### src/verilog/lfm_pkg.sv
package lfm_pkg;

  localparam int NCH = 4;
  localparam int CHAR_W = 10;

  // register byte offsets
  localparam logic [11:0] CTRL_OFS = 12'h000;
  localparam logic [11:0] STAT_OFS = 12'h004;
  localparam logic [11:0] CHAR01_OFS = 12'h008;
  localparam logic [11:0] CHAR23_OFS = 12'h00C;

  // control field positions
  localparam int LIS_LSB = 0;
  localparam int LPB_LSB = 4;
  localparam int PWR_LSB = 8;
  localparam int OVR_LSB = 12;
  localparam int FEN_LSB = 16;
  localparam int FPS_LSB = 20;
  localparam int RAT_LSB = 24;
  localparam int AMP_LSB = 28;

  // status field positions
  localparam int ST_LFI_LSB = 0;
  localparam int ST_FRC_LSB = 4;
  localparam int ST_OOR_LSB = 8;
  localparam int ST_TRN_LSB = 12;

  localparam logic [31:0] CTRL_RST = 32'h0000_0000;

  // amplitude threshold codes
  localparam logic [1:0] AMP_OFF = 2'h0;

  // transition detector: six characters
  localparam int TRANS_MAX_BITS = 60;
  localparam logic [6:0] TRANS_LIMIT = 7'd60;

  // range control
  localparam int RANGE_PERIOD = 4096;
  localparam logic [11:0] RANGE_LAST = 12'hFFF;
  localparam int RANGE_PPM = 1500;
  // reference ticks expected per interval, full and half character rate
  localparam logic [12:0] REF_EXP_DIV10 = 13'h1000;
  localparam logic [12:0] REF_EXP_DIV20 = 13'h0800;
  localparam logic [12:0] REF_TOL_DIV10 = 13'(RANGE_PERIOD * RANGE_PPM / 1000000);
  localparam logic [12:0] REF_TOL_DIV20 = 13'(RANGE_PERIOD * RANGE_PPM / 2000000);

  // framing patterns, oldest bit in bit 0
  localparam logic [7:0] COMMA_POS = 8'h7C;
  localparam logic [7:0] COMMA_NEG = 8'h83;
  localparam logic [9:0] K285_NEG = 10'h17C;
  localparam logic [9:0] K285_POS = 10'h283;
  localparam logic [3:0] BIT_LAST = 4'h9;

  typedef enum logic [1:0] {
    LFM_RC_MEASURE = 2'b01,
    LFM_RC_FORCE = 2'b10
  } lfm_rc_state_t;

endpackage

### src/verilog/lfm_range_ctl.sv
`timescale 1ns/10ps
`default_nettype none
module lfm_range_ctl (
  input wire logic pclk, // clock
  input wire logic presetn, // async reset, active low
  input wire logic enable, // channel powered
  input wire logic ratio, // 1: reference at bit rate / 20
  input wire logic byte_tick, // recovered byte clock pulse
  input wire logic ref_tick, // reference clock pulse
  output logic force_ref, // oscillator held on reference
  output logic out_of_range // last interval outside tolerance
);

  lfm_pkg::lfm_rc_state_t st_r, st_nxt;
  logic [11:0] byte_cnt_r, byte_cnt_nxt;
  logic [12:0] ref_cnt_r, ref_cnt_nxt;
  logic oor_r, oor_nxt;
  logic [12:0] exp_cnt;
  logic [12:0] tol;
  logic [12:0] diff;
  logic end_win;

  assign exp_cnt = ratio ? lfm_pkg::REF_EXP_DIV20 : lfm_pkg::REF_EXP_DIV10;
  assign tol = ratio ? lfm_pkg::REF_TOL_DIV20 : lfm_pkg::REF_TOL_DIV10;
  assign diff = (ref_cnt_r > exp_cnt) ? ref_cnt_r - exp_cnt
                                      : exp_cnt - ref_cnt_r;
  assign end_win = byte_tick && (byte_cnt_r == lfm_pkg::RANGE_LAST);

  always_comb begin
    st_nxt = st_r;
    byte_cnt_nxt = byte_cnt_r;
    ref_cnt_nxt = ref_cnt_r;
    oor_nxt = oor_r;
    if (!enable) begin
      st_nxt = lfm_pkg::LFM_RC_MEASURE;
      byte_cnt_nxt = 12'h000;
      ref_cnt_nxt = 13'h0000;
      oor_nxt = 1'b0;
    end else begin
      if (byte_tick) begin
        byte_cnt_nxt = byte_cnt_r + 12'h001;
      end
      // saturate so a slow byte clock still reads as out of range
      if (ref_tick && ref_cnt_r != 13'h1FFF) begin
        ref_cnt_nxt = ref_cnt_r + 13'h0001;
      end
      case (st_r)
        lfm_pkg::LFM_RC_MEASURE: begin
          if (end_win) begin
            ref_cnt_nxt = 13'h0000;
            oor_nxt = diff > tol;
            if (diff > tol) begin
              st_nxt = lfm_pkg::LFM_RC_FORCE;
            end
          end
        end
        lfm_pkg::LFM_RC_FORCE: begin
          // held one interval on the reference, then released
          if (end_win) begin
            ref_cnt_nxt = 13'h0000;
            st_nxt = lfm_pkg::LFM_RC_MEASURE;
          end
        end
        default: begin
          st_nxt = lfm_pkg::LFM_RC_MEASURE;
        end
      endcase
    end
  end

  always_ff @(posedge pclk or negedge presetn) begin
    if (!presetn) begin
      st_r <= lfm_pkg::LFM_RC_MEASURE;
      byte_cnt_r <= 12'h000;
      ref_cnt_r <= 13'h0000;
      oor_r <= 1'b0;
    end else begin
      st_r <= st_nxt;
      byte_cnt_r <= byte_cnt_nxt;
      ref_cnt_r <= ref_cnt_nxt;
      oor_r <= oor_nxt;
    end
  end

  assign force_ref = (st_r == lfm_pkg::LFM_RC_FORCE);
  assign out_of_range = oor_r;

endmodule // lfm_range_ctl
`default_nettype wire

### src/verilog/lfm_framer.sv
`timescale 1ns/10ps
`default_nettype none
module lfm_framer (
  input wire logic pclk, // clock
  input wire logic presetn, // async reset, active low
  input wire logic bit_in, // recovered bit, one per clock
  input wire logic enable, // framer allowed to move boundary
  input wire logic full_k, // 1: full ten-bit pattern only
  output logic [9:0] char_out, // last framed character
  output logic char_valid // one-cycle pulse per character
);

  logic [9:0] sh_r, sh_nxt;
  logic [3:0] pos_r, pos_nxt;
  logic [9:0] chr_r, chr_nxt;
  logic vld_r, vld_nxt;
  logic hit;

  always_comb begin
    sh_nxt = {bit_in, sh_r[9:1]};
    if (full_k) begin
      hit = (sh_nxt == lfm_pkg::K285_NEG) || (sh_nxt == lfm_pkg::K285_POS);
    end else begin
      hit = (sh_nxt[7:0] == lfm_pkg::COMMA_POS) ||
            (sh_nxt[7:0] == lfm_pkg::COMMA_NEG);
    end
    pos_nxt = (pos_r == lfm_pkg::BIT_LAST) ? 4'h0 : pos_r + 4'h1;
    chr_nxt = chr_r;
    vld_nxt = 1'b0;
    // a disabled framer never moves the boundary
    // the pattern starts at the oldest bit of the window, so the next character starts afresh
    if (enable && hit) begin
      pos_nxt = 4'h0;
    end
    if (pos_r == lfm_pkg::BIT_LAST) begin
      chr_nxt = sh_nxt;
      vld_nxt = 1'b1;
    end
  end

  always_ff @(posedge pclk or negedge presetn) begin
    if (!presetn) begin
      sh_r <= 10'h000;
      pos_r <= 4'h0;
      chr_r <= 10'h000;
      vld_r <= 1'b0;
    end else begin
      sh_r <= sh_nxt;
      pos_r <= pos_nxt;
      chr_r <= chr_nxt;
      vld_r <= vld_nxt;
    end
  end

  assign char_out = chr_r;
  assign char_valid = vld_r;

endmodule // lfm_framer
`default_nettype wire

### src/verilog/lfm_monitor.sv
// Local design decisions: the APB slave port and the placing of the registers.
`timescale 1ns/10ps
`default_nettype none
// Function
// - each channel sends one of two serial inputs to recovery, by select
// - loopback feeds transmit stream to recovery, holds transmit output at one
// - link good only if amplitude, transitions, range, enable, refclock, no override
// - link fault output changes only on the receive interface clock
// - threshold code zero disables detector, higher codes raise the trip level
// - one amplitude threshold setting serves all channels
// - in loopback, no input selected, amplitude ignored, range and transitions only
// - no transition for more than sixty bits flags a fault
// - range control compares oscillator to reference, forces on excess deviation
// - range control interval is 4096 recovered byte clocks
// - link fault output low while oscillator is held on reference
// - lock may take one interval, fault output then goes high
// - power enable zero powers channel down and holds the fault state
// - reference is bit rate over 10 or 20 per clock ratio
// - out of range tracks reference, then returns to tracking data
// - bits shift into deserializer; framer searches every position for pattern
// - pattern select zero matches eight-bit comma, one matches full K28.5
// - cleared framer enable keeps character boundaries unchanged
module lfm_monitor (
  input wire logic pclk, // bit-rate receive clock
  input wire logic presetn, // async reset, active low
  input wire logic psel, // apb select
  input wire logic penable, // apb enable
  input wire logic pwrite, // apb write
  input wire logic [11:0] paddr, // apb byte address
  input wire logic [31:0] pwdata, // apb write data
  output logic [31:0] prdata, // apb read data
  output logic pready, // apb ready
  output logic pslverr, // apb error
  input wire logic [3:0] serial_input_primary, // primary serial bit
  input wire logic [3:0] serial_input_secondary, // secondary serial bit
  input wire logic [3:0] tx_serial_in, // transmit shifter bit
  output logic [3:0] tx_serial_out, // serial transmit bit
  input wire logic [7:0] amp_level, // 2-bit amplitude level per channel
  input wire logic [3:0] ref_present, // reference clock seen, async
  input wire logic [3:0] byte_tick, // recovered byte clock pulse
  input wire logic [3:0] ref_tick, // reference clock pulse
  output logic [3:0] link_fault_indicator_n, // low on link fault
  output logic [3:0] track_reference, // oscillator forced to reference
  output logic [3:0] channel_power_on, // analog and loop powered
  output logic [3:0] amp_monitor_enable, // analog detector active
  output logic [1:0] amplitude_threshold_select, // shared trip level
  output logic [3:0] clock_ratio_select, // 1: reference at bit rate / 20
  output logic [3:0] recovery_bit // bit into recovery loop
);

  ////////////////////////////////////////////////////////////////////////
  // register file

  logic [31:0] ctrl_r, ctrl_nxt;
  logic [31:0] rdata_r, rdata_nxt;
  logic err_r, err_nxt;
  logic [31:0] status;
  logic [39:0] chars;
  logic wr_en;
  logic setup;

  logic [3:0] line_input_select;
  logic [3:0] local_loopback_enable;
  logic [3:0] rx_channel_power_enable;
  logic [3:0] link_override_control;
  logic [3:0] framer_enable_latch;
  logic [3:0] framing_pattern_select;

  assign line_input_select = ctrl_r[lfm_pkg::LIS_LSB +: 4];
  assign local_loopback_enable = ctrl_r[lfm_pkg::LPB_LSB +: 4];
  assign rx_channel_power_enable = ctrl_r[lfm_pkg::PWR_LSB +: 4];
  assign link_override_control = ctrl_r[lfm_pkg::OVR_LSB +: 4];
  assign framer_enable_latch = ctrl_r[lfm_pkg::FEN_LSB +: 4];
  assign framing_pattern_select = ctrl_r[lfm_pkg::FPS_LSB +: 4];

  assign setup = psel && !penable;
  assign wr_en = psel && penable && pwrite;

  always_comb begin
    ctrl_nxt = ctrl_r;
    rdata_nxt = rdata_r;
    err_nxt = err_r;
    if (wr_en && paddr == lfm_pkg::CTRL_OFS) begin
      ctrl_nxt = pwdata;
    end
    // decode in setup so data and error stand ready at the access phase
    if (setup) begin
      err_nxt = 1'b0;
      rdata_nxt = 32'h0000_0000;
      case (paddr)
        lfm_pkg::CTRL_OFS: rdata_nxt = ctrl_r;
        lfm_pkg::STAT_OFS: rdata_nxt = pwrite ? 32'h0000_0000 : status;
        lfm_pkg::CHAR01_OFS: rdata_nxt = {12'h000, chars[19:0]};
        lfm_pkg::CHAR23_OFS: rdata_nxt = {12'h000, chars[39:20]};
        default: err_nxt = 1'b1;
      endcase
      if (pwrite) begin
        rdata_nxt = 32'h0000_0000;
      end
    end
  end

  always_ff @(posedge pclk or negedge presetn) begin
    if (!presetn) begin
      ctrl_r <= lfm_pkg::CTRL_RST;
      rdata_r <= 32'h0000_0000;
      err_r <= 1'b0;
    end else begin
      ctrl_r <= ctrl_nxt;
      rdata_r <= rdata_nxt;
      err_r <= err_nxt;
    end
  end

  assign prdata = rdata_r;
  assign pready = 1'b1;
  assign pslverr = psel && penable && err_r;

  assign amplitude_threshold_select = ctrl_r[lfm_pkg::AMP_LSB +: 2];
  assign clock_ratio_select = ctrl_r[lfm_pkg::RAT_LSB +: 4];
  assign channel_power_on = rx_channel_power_enable;

  ////////////////////////////////////////////////////////////////////////
  // per-channel datapath

  logic [3:0] lfi_ok_r, lfi_ok_nxt;
  logic [3:0] txo_r, txo_nxt;
  logic [3:0] rbit_r, rbit_nxt;
  logic [3:0] prev_r, prev_nxt;
  logic [6:0] run_r [4];
  logic [6:0] run_nxt [4];
  logic [3:0] trans_fault;
  logic [3:0] ref_meta_r, ref_sync_r;
  logic [3:0] force_ref;
  logic [3:0] oor;
  logic [3:0] amp_ok;
  logic [3:0] char_valid;

  genvar g;
  generate
    for (g = 0; g < lfm_pkg::NCH; g++) begin : g_ch
      logic sel_bit;

      always_comb begin
        if (local_loopback_enable[g]) begin
          sel_bit = tx_serial_in[g];
        end else if (line_input_select[g]) begin
          sel_bit = serial_input_secondary[g];
        end else begin
          sel_bit = serial_input_primary[g];
        end
        rbit_nxt[g] = sel_bit;
        prev_nxt[g] = rbit_r[g];
        // hold a constant one so diagnostics never leave the chip
        txo_nxt[g] = local_loopback_enable[g] ? 1'b1 : tx_serial_in[g];
        run_nxt[g] = run_r[g];
        if (!rx_channel_power_enable[g] || rbit_r[g] != prev_r[g]) begin
          run_nxt[g] = 7'd0;
        end else if (run_r[g] != 7'h7F) begin
          run_nxt[g] = run_r[g] + 7'd1;
        end
      end

      assign trans_fault[g] = run_r[g] >= lfm_pkg::TRANS_LIMIT;

      assign amp_monitor_enable[g] = rx_channel_power_enable[g] &&
        !local_loopback_enable[g] &&
        amplitude_threshold_select != lfm_pkg::AMP_OFF;
      // analog comparator result against the shared threshold
      assign amp_ok[g] = !amp_monitor_enable[g] ||
        amp_level[2*g +: 2] >= amplitude_threshold_select;

      always_comb begin
        if (local_loopback_enable[g]) begin
          lfi_ok_nxt[g] = rx_channel_power_enable[g] && !oor[g] &&
                          !force_ref[g] && !trans_fault[g];
        end else begin
          lfi_ok_nxt[g] = amp_ok[g] && !trans_fault[g] && !oor[g] &&
                          rx_channel_power_enable[g] && ref_sync_r[g] &&
                          !link_override_control[g];
        end
        // forced tracking always reads as a fault
        if (force_ref[g]) begin
          lfi_ok_nxt[g] = 1'b0;
        end
        if (!rx_channel_power_enable[g]) begin
          lfi_ok_nxt[g] = 1'b0;
        end
      end

      lfm_range_ctl u_range (
        .pclk(pclk),
        .presetn(presetn),
        .enable(rx_channel_power_enable[g]),
        .ratio(clock_ratio_select[g]),
        .byte_tick(byte_tick[g]),
        .ref_tick(ref_tick[g]),
        .force_ref(force_ref[g]),
        .out_of_range(oor[g])
      );

      // input swaps need no special handling: the framer reacquires
      lfm_framer u_framer (
        .pclk(pclk),
        .presetn(presetn),
        .bit_in(rbit_r[g]),
        .enable(framer_enable_latch[g]),
        .full_k(framing_pattern_select[g]),
        .char_out(chars[10*g +: 10]),
        .char_valid(char_valid[g])
      );

      always_ff @(posedge pclk or negedge presetn) begin
        if (!presetn) begin
          run_r[g] <= 7'd0;
        end else begin
          run_r[g] <= run_nxt[g];
        end
      end
    end
  endgenerate

  always_ff @(posedge pclk or negedge presetn) begin
    if (!presetn) begin
      lfi_ok_r <= 4'h0;
      txo_r <= 4'h0;
      rbit_r <= 4'h0;
      prev_r <= 4'h0;
      ref_meta_r <= 4'h0;
      ref_sync_r <= 4'h0;
    end else begin
      lfi_ok_r <= lfi_ok_nxt;
      txo_r <= txo_nxt;
      rbit_r <= rbit_nxt;
      prev_r <= prev_nxt;
      ref_meta_r <= ref_present;
      ref_sync_r <= ref_meta_r;
    end
  end

  ////////////////////////////////////////////////////////////////////////
  // outputs

  assign link_fault_indicator_n = lfi_ok_r;
  assign tx_serial_out = txo_r;
  assign recovery_bit = rbit_r;
  assign track_reference = force_ref;

  assign status = {16'h0000, trans_fault, oor, force_ref, lfi_ok_r};

endmodule // lfm_monitor
`default_nettype wire

### config.mk
export PLATFORM = sky130hd
export DESIGN_NAME = lfm_monitor
export DESIGN_NICKNAME = d
export VERILOG_FILES = /design/src/verilog/lfm_pkg.sv /design/src/verilog/lfm_range_ctl.sv /design/src/verilog/lfm_framer.sv /design/src/verilog/lfm_monitor.sv
export SDC_FILE = /design/constraint.sdc
export NUM_CORES = 1
export LEC_CHECK = 0
export BUFFER_PORTS_ARGS = -buffer_cell sky130_fd_sc_hd__clkbuf_2
export CAP_MARGIN = 10
export CORE_AREA = 2 2 166 168
export DETAILED_ROUTE_END_ITERATION = 6
export DIE_AREA = 0 0 168 170
export PLACE_DENSITY = 0.85
export SYNTH_ARGS = -nofsm -noshare
export SYNTH_HDL_FRONTEND = slang
export SYNTH_HIERARCHICAL = 1
export SYNTH_SLANG_ARGS = --single-unit
### constraint.sdc
create_clock -name pclk -period 8.68 [get_ports pclk]
set_input_delay 0.868 -clock pclk [delete_from_list [all_inputs] [get_ports pclk]]
set_output_delay 0.868 -clock pclk [all_outputs]
set_load 0.005 [all_outputs]
==> results.py <==
metrics = {
    "timing": {
        "clock_skew_ns": 0.0204,
        "setup_viol": 0,
        "fin_setup_tns_ns": 0,
        "rsz0062_at_grt": "no",
        "final_hold_viol_count": 0,
        "finalWorstPathRequiredPeriod_ns": 3.16,
        "worst_slew_pin_slew_ns": 1.15,
        "max_clock_freq_mhz": 316,
        "max_slew_margin_pct": 22.7,
        "finalCritPeriodShare_pct": 36.4,
        "slew_viol_final": 0,
    },
    "setup_path": {
        "critPathKind": "register to register",
        "startpoint_type": "register",
        "arrival_ns": 3.57,
        "path_max_fanout": 10,
        "worstSetupEndpointType": "register",
        "cp_data_required_time_ns": 9.08,
    },
    "synth": {
        "syn-mean-instance-area_sq_um": 11.1,
        "yosysWarnings": 6,
        "synth_nets": 1692,
        "syn_inst": 1543,
        "syn-cell-area_sq_um": 17100,
    },
    "floorplan": {
        "die_x_um": 168,
        "start_util_pct": 64.1,
        "io_pins": 145,
        "core_area_sq_um": 26700,
        "die-area_sq_um": 28600,
        "die_h_um": 170,
        "rows": 60,
    },
    "grt": {
        "overflow": 0,
        "met1_usage_pct": 39.7,
        "grt_first_pass_wirelength_um": 66300,
        "grt-busiest-layer": "met2",
        "use_met2_pct": 45.7,
        "grt_pass1_vias": 12500,
        "grt_max_degree": 189,
        "antenna_found_initial": 1,
        "grt.met3_usage_pct": 5.26,
        "grtUsageTotal_pct": 29.1,
    },
    "layout": {
        "area.growth.synth_to_final_pct": 10.7,
        "multi_input_area_sq_um": 8230,
        "final_cell_mix": "317 x dfrtp_1, 142 x clkbuf_2, 131 x nor2_1",
        "fin_nets": 1802,
        "fillCellCount": 1766,
        "drive_gt1_share_pct": 21.4,
        "ff_latch_area_sq_um": 8040,
        "mostFrequentLayoutCell": "dfrtp_1",
    },
    "power": {
        "total_power_uw": 3610,
        "power_leakage_uw": 0.00846,
        "powerDensity_nw_per_um2": 191,
        "vdd_drop_max_v": 0.000153,
    },
    "clock_tree": {
        "cts_buffers": 35,
        "post_cts_resize_count": 0,
        "clock_path_buffers": 3,
        "cts_root_buf": "clkbuf_16",
        "clk_latency_ns": 0.52,
        "cts_htree_levels": 2,
        "postCtsSetupRepairBufs": 0,
        "cts_tree": "yes",
        "ctsHoldBuffers": 0,
        "clock-sinks": 321,
        "clkSlewWorstSetupHoldPaths_ns": 0.06,
    },
    "detailed_routing": {
        "post_drt_wl_per_cell_um": 20.2,
        "antenna_left": 0,
        "viasPerCell": 6.23,
        "firstDrtPassIters": 7,
        "routed-via-count": 12600,
        "first_iter_violations": 1164,
        "drt-total-wl_um": 40900,
        "drcViolationCount": 0,
    },
    "run_status": {
        "status": "completed",
    },
    "placement": {
        "hpwl_um": 28300,
        "numPortBuffers": 143,
        "gp_congestion": 0.944,
    },
    "min_path": {
        "hp-class": "register to register",
    },
    "job": {
        "max-cap-violations": 0,
    },
}
-- metrics by stage --
step | setup slack [ns] | utilization, % | hold slack, ns | instances | area (sq um)
final | 5.52 | 71.0 | 0.360 | 2020 | 18900
after CTS | 5.52 | 71.0 | 0.359 | 2019 | 18900
after global routing | 5.22 | 71.0 | 0.366 | 2019 | 18900
after global placement | 5.50 | 66.8 | 0.334 | 1957 | 17800
after floorplan | 5.85 | - | 0.331 | 1543 | 17100
after detailed placement | 5.37 | 66.8 | 0.345 | 1957 | 17800
-- routing by layer --
metal	vias to the layer above	share of wire [%]	wire length (um)
met5	-	0	0
met4	0	4.8	1950
met3	127	6.2	2540
met2	476	47	19200
met1	6260	42	17200
li1	5717	-	-
-- area by class of cell --
| type | count | share of cell area [%] |
|---|---|---|
| diodes | 1 | 0.0132 |
| clock buffers | 48 | 5.32 |
| clock inverters | 14 | 0.635 |
| inverters | 80 | 1.59 |
| multi-input cells | 1064 | 43.5 |
| flip-flops and latches | 321 | 42.5 |
| well taps | 341 | 2.25 |
| repair buffers | 151 | 4.22 |
-- critical path, cell delays in order, from the launching register on --
cell and delay [ns]:
dfrtp_1 0.56, ha_1 0.21, inv_1 0.05, fa_1 0.53, nor2_1 0.18, xor2_1 0.09
ha_1 0.33, nand3_1 0.09, mux2_4 0.29, a2111oi_4 0.35, a31oi_1 0.18, a31o_1 0.21
-- state kept, by name (all words and copies together) (netlist names) --
signal and cells:
ctrl_r 32, err_r 1, g_ch.u_framer/char_out 40, g_ch.u_framer/pos_r 16
g_ch.u_framer/sh_r 36, g_ch.u_range/byte_cnt_r 48, g_ch.u_range/out_of_range 4, g_ch.u_range/ref_cnt_r 52
g_ch.u_range/st_r 8, link_fault_indicator_n 4, prdata 32, prev_r 4
recovery_bit 4, ref_meta_r 4, ref_sync_r 4, run_r 28
tx_serial_out 4
-- power breakdown --
| part | leakage [uW] | switching (uW) | total (uW) | internal [uW] |
|---|---|---|---|---|
| combinational | 0.00369 | 207 | 438 | 231 |
| sequential | 0.00421 | 95.7 | 1720 | 1630 |
| clock | 0.000559 | 604 | 1450 | 847 |
| total | 0.00846 | 907 | 3610 | 2710 |
-- worst paths after layout --
path | startpoint | end | slack (ns) | cells past startpoint
max in group asynchronous | presetn | run_r[26] | 6.71 | 2
max | ctrl_r[24] | g_ch[0].u_range/st_r[1] | 5.52 | 11
max reg2reg | ctrl_r[24] | g_ch[0].u_range/st_r[1] | 5.52 | 11
min in group asynchronous | presetn | g_ch[0].u_range/ref_cnt_r[8] | 0.43 | 1
min | ref_meta_r[3] | ref_sync_r[3] | 0.36 | 0
min reg2reg | ref_meta_r[3] | ref_sync_r[3] | 0.36 | 0
(Power assumes the default switching activity.)
